--- src/shared/dpe_pkg.sv ---
// constants for the discovery payload tail encoder
package dpe_pkg;
   localparam int unsigned seg_count = 8;
   localparam int unsigned pwr_count = 4;
   localparam logic [7:0] crc_poly = 8'h07;
   localparam logic [7:0] crc_seed = 8'h00;
   localparam logic [7:0] pad_byte = 8'h00;
   localparam logic [2:0] lane_code_x16 = 3'h4;
   localparam logic [3:0] enum_order_first = 4'h0;
   localparam logic [7:0] size_unit = 8'h08;
   localparam int unsigned size_shift = 3;
   localparam logic [0:0] kind_hsio = 1'h0;
   localparam logic [0:0] kind_power = 1'h1;
   localparam logic [3:0] offset_natural = 4'h0;
   localparam logic [3:0] offset_rev_x8 = 4'h7;
   // byte positions inside the tail, counted from the first emitted byte
   localparam logic [7:0] pos_order = 8'h00;
   localparam logic [7:0] pos_first = 8'h01;
   localparam logic [7:0] pos_second = 8'h02;
   localparam logic [7:0] pos_src0 = 8'h03;
   localparam logic [7:0] pos_src1 = 8'h04;
   localparam logic [7:0] tail_used = 8'h05;
   typedef enum logic [3:0] {
      st_idle = 4'b0001,
      st_send = 4'b0010,
      st_pad = 4'b0100,
      st_crc = 4'b1000
   } dpe_state_type;
endpackage : dpe_pkg

--- src/rtl/dpe_encoder.sv ---
// discovery payload tail encoder: routing fields, source wire descriptor, crc-8
module dpe_encoder (
   // clock and reset
   input wire logic ref_clk,
   input wire logic rst,
   // endpoint routing configuration
   input wire logic behind_switch_flag,
   input wire logic [3:0] switch_port_enum_order,
   input wire logic [2:0] endpoint_lane_count_code,
   input wire logic [2:0] lane_source_connector_idx,
   input wire logic [3:0] first_lane_offset,
   input wire logic [2:0] second_connector_idx,
   input wire logic [3:0] second_lane_offset,
   input wire logic frame_link_source_kind,
   input wire logic [2:0] frame_link_source_idx,
   // bytes already emitted before the tail (header and endpoint start)
   input wire logic [7:0] prefix_len,
   input wire logic [7:0] prefix_crc,
   // presence wires from the connectors, asynchronous
   input wire logic [7:0] cable_presence_wire,
   input wire logic [3:0] power_presence_wire,
   input wire logic stimulus_phase,
   // byte stream out
   input wire logic start,
   input wire logic byte_ready,
   output logic byte_valid,
   output logic [7:0] byte_data,
   output logic byte_last,
   output logic busy,
   // length code of the whole payload
   output logic [7:0] static_size_code
);
   function automatic logic [7:0] crc8_step(input logic [7:0] crc, input logic [7:0] din);
      logic [7:0] c;
      c = crc ^ din;
      for (int i = 0; i < 8; i++) begin
         c = c[7] ? ((c << 1) ^ dpe_pkg::crc_poly) : (c << 1);
      end
      return c;
   endfunction : crc8_step

   dpe_pkg::dpe_state_type state_q, state_d;
   logic [7:0] pos_q, pos_d;
   logic [7:0] crc_q, crc_d;
   logic [7:0] pad_left_q, pad_left_d;
   logic [7:0] cab_m_q, cab_s_q;
   logic [3:0] pwr_m_q, pwr_s_q;
   logic stim_m_q, stim_s_q;
   // output bytes leave from flops so the initiator sees no decode glitches
   logic [7:0] byte_data_q;
   logic [7:0] size_q;

   // two-flop synchronisers; only the second stage is read
   always_ff @(posedge ref_clk) begin
      cab_m_q <= cable_presence_wire;
      cab_s_q <= cab_m_q;
      pwr_m_q <= power_presence_wire;
      pwr_s_q <= pwr_m_q;
      stim_m_q <= stimulus_phase;
      stim_s_q <= stim_m_q;
   end

   // routing bytes
   wire is_x16 = (endpoint_lane_count_code == dpe_pkg::lane_code_x16);
   wire [3:0] order_field = behind_switch_flag ? switch_port_enum_order
      : dpe_pkg::enum_order_first;
   wire [7:0] byte_order = {order_field, endpoint_lane_count_code, behind_switch_flag};
   wire [7:0] byte_first = {1'b0, lane_source_connector_idx, first_lane_offset};
   // only an x16 endpoint fills both of these fields; any other lane count leaves the second as pad
   wire [7:0] byte_second = is_x16 ? {1'b0, second_connector_idx, second_lane_offset}
      : dpe_pkg::pad_byte;

   // markers: static one outside stimulus, live wires during it
   wire [7:0] fab_live = stim_s_q ? cab_s_q : 8'hff;
   wire [3:0] pwr_live = stim_s_q ? pwr_s_q : 4'hf;
   // the frame wire cannot be traced by stimulus, so its marker stays set
   wire [7:0] fab_comm = (frame_link_source_kind == dpe_pkg::kind_hsio)
      ? (8'h01 << frame_link_source_idx) : 8'h00;
   wire [3:0] pwr_comm = (frame_link_source_kind == dpe_pkg::kind_power)
      ? (4'h1 << frame_link_source_idx[1:0]) : 4'h0;
   wire [7:0] byte_src0 = {pwr_live | pwr_comm, frame_link_source_kind,
      frame_link_source_idx};
   wire [7:0] byte_src1 = fab_live | fab_comm;

   // total length rounded up to a multiple of eight, checksum included
   wire [7:0] raw_len = prefix_len + dpe_pkg::tail_used + 8'h01;
   wire [7:0] tot_len = (raw_len + dpe_pkg::size_unit - 8'h01) & ~(dpe_pkg::size_unit - 8'h01);
   wire [7:0] pad_cnt = tot_len - raw_len;
   wire [7:0] size_d = tot_len >> dpe_pkg::size_shift;
   // one cycle behind prefix_len; it is settled long before the tail starts
   assign static_size_code = size_q;

   // field for the position that will be shown next cycle, so it can be registered
   logic [7:0] field_byte;
   always_comb begin
      case (pos_d)
         dpe_pkg::pos_order: field_byte = byte_order;
         dpe_pkg::pos_first: field_byte = byte_first;
         dpe_pkg::pos_second: field_byte = byte_second;
         dpe_pkg::pos_src0: field_byte = byte_src0;
         dpe_pkg::pos_src1: field_byte = byte_src1;
         default: field_byte = dpe_pkg::pad_byte;
      endcase
   end

   wire send_st = (state_q == dpe_pkg::st_send);
   wire pad_st = (state_q == dpe_pkg::st_pad);
   wire crc_st = (state_q == dpe_pkg::st_crc);
   assign byte_valid = send_st | pad_st | crc_st;
   wire next_crc = (state_d == dpe_pkg::st_crc);
   wire next_pad = (state_d == dpe_pkg::st_pad);
   // the crc byte takes crc_d so the byte that enters crc is already folded in
   wire [7:0] data_d = next_crc ? crc_d
      : (next_pad ? dpe_pkg::pad_byte : field_byte);
   assign byte_data = byte_data_q;
   assign byte_last = crc_st;
   assign busy = (state_q != dpe_pkg::st_idle);
   wire take = byte_valid & byte_ready;

   always_comb begin
      state_d = state_q;
      pos_d = pos_q;
      crc_d = crc_q;
      pad_left_d = pad_left_q;
      case (state_q)
         dpe_pkg::st_idle: begin
            if (start) begin
               state_d = dpe_pkg::st_send;
               pos_d = 8'h00;
               crc_d = prefix_crc; // running crc over the header, seeded with crc_seed upstream
               pad_left_d = pad_cnt;
            end
         end
         dpe_pkg::st_send: begin
            if (take) begin
               // fold in exactly the byte the initiator takes
               crc_d = crc8_step(crc_q, byte_data_q);
               pos_d = pos_q + 8'h01;
               if (pos_q == dpe_pkg::tail_used - 8'h01) begin
                  state_d = (pad_left_q == 8'h00) ? dpe_pkg::st_crc : dpe_pkg::st_pad;
               end
            end
         end
         dpe_pkg::st_pad: begin
            if (take) begin
               crc_d = crc8_step(crc_q, dpe_pkg::pad_byte);
               pad_left_d = pad_left_q - 8'h01;
               if (pad_left_q == 8'h01) begin
                  state_d = dpe_pkg::st_crc;
               end
            end
         end
         dpe_pkg::st_crc: begin
            if (take) begin
               state_d = dpe_pkg::st_idle;
            end
         end
         default: state_d = dpe_pkg::st_idle;
      endcase
   end

   always_ff @(posedge ref_clk) begin
      if (rst) begin
         state_q <= dpe_pkg::st_idle;
         pos_q <= 8'h00;
         crc_q <= dpe_pkg::crc_seed;
         pad_left_q <= 8'h00;
      end else begin
         state_q <= state_d;
         pos_q <= pos_d;
         crc_q <= crc_d;
         pad_left_q <= pad_left_d;
      end
   end

   // data outputs; recomputed every cycle so a stall keeps the same byte, except the live marker bytes during stimulus
   // limitation: fields read the routing inputs live, which must stay still during a tail
   always_ff @(posedge ref_clk) begin
      if (rst) begin
         byte_data_q <= dpe_pkg::pad_byte;
         size_q <= 8'h00;
      end else begin
         byte_data_q <= data_d;
         size_q <= size_d;
      end
   end
endmodule : dpe_encoder

--- config.mk ---
export PLATFORM = sky130hd
export DESIGN_NAME = dpe_encoder
export DESIGN_NICKNAME = d
export VERILOG_FILES = /design/src/shared/dpe_pkg.sv /design/src/rtl/dpe_encoder.sv
export SDC_FILE = /design/constraint.sdc
export NUM_CORES = 1
export LEC_CHECK = 0
export BUFFER_PORTS_ARGS = -buffer_cell sky130_fd_sc_hd__buf_2
export CORE_MARGIN = 5
export CORE_UTILIZATION = 40
export CTS_BUF_LIST = sky130_fd_sc_hd__clkbuf_2
export DETAILED_ROUTE_END_ITERATION = 8
export GPL_ROUTABILITY_DRIVEN = 1
export GPL_TIMING_DRIVEN = 0
export PLACE_DENSITY = 0.68
export SYNTH_ARGS = -nofsm -noshare
export SYNTH_HDL_FRONTEND = slang
export SYNTH_SLANG_ARGS = --single-unit
--- constraint.sdc ---
create_clock -name ref_clk -period 3.55 [get_ports ref_clk]
set_clock_uncertainty 0.15 [all_clocks]
set_input_delay 0.355 -clock ref_clk [delete_from_list [all_inputs] [get_ports ref_clk]]
set_output_delay 0.355 -clock ref_clk [all_outputs]
set_load 0.01 [all_outputs]
==> results.tsv <==
metric	value	unit
status	complete, no violations	
crit_arrival	3520	ps
hp-class	in -> reg	
cpLargestDelayFamily	buffers and inverters	
grt.total_usage	20.1	%
tightest_slew	853	ps
nNetsFinal	695	
synth_edf_count	0	
ant_nets	0	
hp-start	byte_ready	
required	3910	ps
rsz0062_at_grt	false	
period_share	89.0	%
vias_per_cell	5.64	
max-slew-margin-rel	43.0	%
critPathKind	reg -> reg	
ys_ff_latch	67	
ys_seq_area_share	30.6	%
vdd_drop_max	0.247	mV
hold_viol	0	
clockBufferDepth	2	
io_pins	78	
first_pass_iters	5	
slowest_delay	420	ps
hold_depth	4	
slowest_stage	clkbuf_1	
drc	0	
num-fill-cells	1041	
io_buffer_count	70	
layout.cells.non_filler	770	
netlist_area	4380	sq um
n_antenna_cell	0	
layout_min_cycle_time	3160	ps
syn_inst	521	
power	1.79	mW
dp_slack	430	ps
path_cells	clkbuf_1, inv_1, ha_1, clkbuf_1, clkbuf_1, nand3_1, a31o_2, o2111ai_1, mux2i_1, o32ai_1	
num_vias	4341	
htreeDepth	3	
yosys_warnings	0	
wl_per_cell	16.7	um
fmaxAchievable	316	MHz
cts.repair.resized	0	
rows	38	
fin_area	5220	sq um
path_common_cell	clkbuf_1	
hold_ws	60.1	ps
async_flop_share	0	%
drive_above_1_share	17.9	%
path_depth	10	
final_util	48.4	%
drv_slew	0	
reg2regPathDepth	10	
worstSkewPairLatency	580	ps
worst_slack	389	ps
overflow	0	
detailed_place_hpwl	9850	um
power_leakage	2.11	nW
tns	0	ps
drt_iter0_markers	311	
dieArea	13200	sq um
gp_congestion	0.916	
clk_pin_slew	230	ps
grt_antenna_before_repair	0	
layout_common_cells	75 x buf_2, 67 x dfxtp_1, 43 x nor2_1	
endpoint_kind	register	
cap_viol_max_count	0	
critPathBufInv	4	
grt_max_degree	14	
cts_buffers	9	
grt_pass1_wl	21000	um
syn_avg_cell_area	8.41	sq um
clockRootBuffer	clkbuf_2	
cts_tree	built	
p_per_area	344	nW/um^2
startpoint_type	register	
layout_commonest_cell	buf_2	
crit_start	pos_q[1]	
area_delta_synth_final	19.1	%
start_util	40.6	%
placed_cells	733	
die_h	115	um
cp_max_fo	10	
grt_pass1_vias	4334	
post_cts_buffers	0	
reg2reg_from	pos_q[1]	
drt_wl_total	12900	um
core	10800	sq um
ys_types	82	
die_x	115	um
setup_violations	0	
synthFlopType	dfxtp_1	
numClockSinks	67	
dpl_cell_area	4920	sq um
-- metal layers --
metal | vias up | wire length, um | GRT usage [%]
li1 | 2135 | - | -
met1 | 1998 | 5550 | 24.5
met2 | 182 | 6020 | 32.7
met3 | 26 | 941 | 5.87
met4 | 0 | 373 | 9.11
met5 | - | 0 | 0
-- worst paths after layout --
| check | slack [ps] | end |
|---|---|---|
| worst max-delay path | 390 | byte_data[1] |
| worst min-delay path | 60 | pos_q[1] |
| worst max register to register | 390 | byte_data[1] |
| worst min register to register | 170 | cab_s_q[6] |
-- Yosys cell counts, types with 12 or more instances --
library cell	number	area [sq um]
a21oi_1	17	85.1
clkbuf_1	23	86.3
dfxtp_1	67	1340
inv_1	31	116
nand2_1	34	128
nand3_1	17	85.1
nand4_1	14	87.6
nor2_1	43	161
o21ai_0	21	105
o32ai_1	12	105
xnor2_1	26	228
xor2_1	15	131
-- layout make-up --
type | instances | area (sq um) | share of cell area [%]
buffer | 32 | 138 | 2.64
clock buffer | 9 | 45.0 | 0.863
clock inverter | 7 | 50.0 | 0.959
inverter | 31 | 116 | 2.23
multi-input combinational | 393 | 2800 | 53.5
sequential | 67 | 1340 | 25.7
tap | 140 | 175 | 3.35
timing repair buffer | 91 | 561 | 10.7
-- sequential cells by signal, summed over array words and instances, names as in the netlist --
name	cells
byte_data	8
cab_m_q	8
cab_s_q	8
crc_q	8
pad_left_q	8
pos_q	8
static_size_code	5
pwr_m_q	4
pwr_s_q	4
state_q	4
stim_m_q	1
stim_s_q	1
-- where the power goes --
| part | total [mW] | internal, mW | switching, mW |
|---|---|---|---|
| Clock | 0.413 | 0.0962 | 0.317 |
| Sequential | 0.843 | 0.804 | 0.0391 |
| Combinational | 0.538 | 0.240 | 0.299 |
| Total | 1.79 | 1.14 | 0.655 |
-- tightest hold or removal path, cell delays in order --
cell	delay, ps
buf_2	130
a221oi_4	110
a21oi_1	130
nor2_1	50
-- kinds of logic after synthesis --
group	after synthesis	share of synthesized area, %
flops	67	30.6
compound gates	140	23.9
fa+ha+maj	11	3.14
mux	10	2.40
buf+inv	63	5.79
xor+xnor	46	10.6
simple gates	183	23.4
other cells	1	0.0856
-- repair_timing --
action / 4_1_cts / 5_1_grt
setup endpoints to repair: 0 / 0
hold endpoints to repair: 21 / 0
hold buffers: 21 / 0
Note: power is estimated with default switching activity, not from simulation.
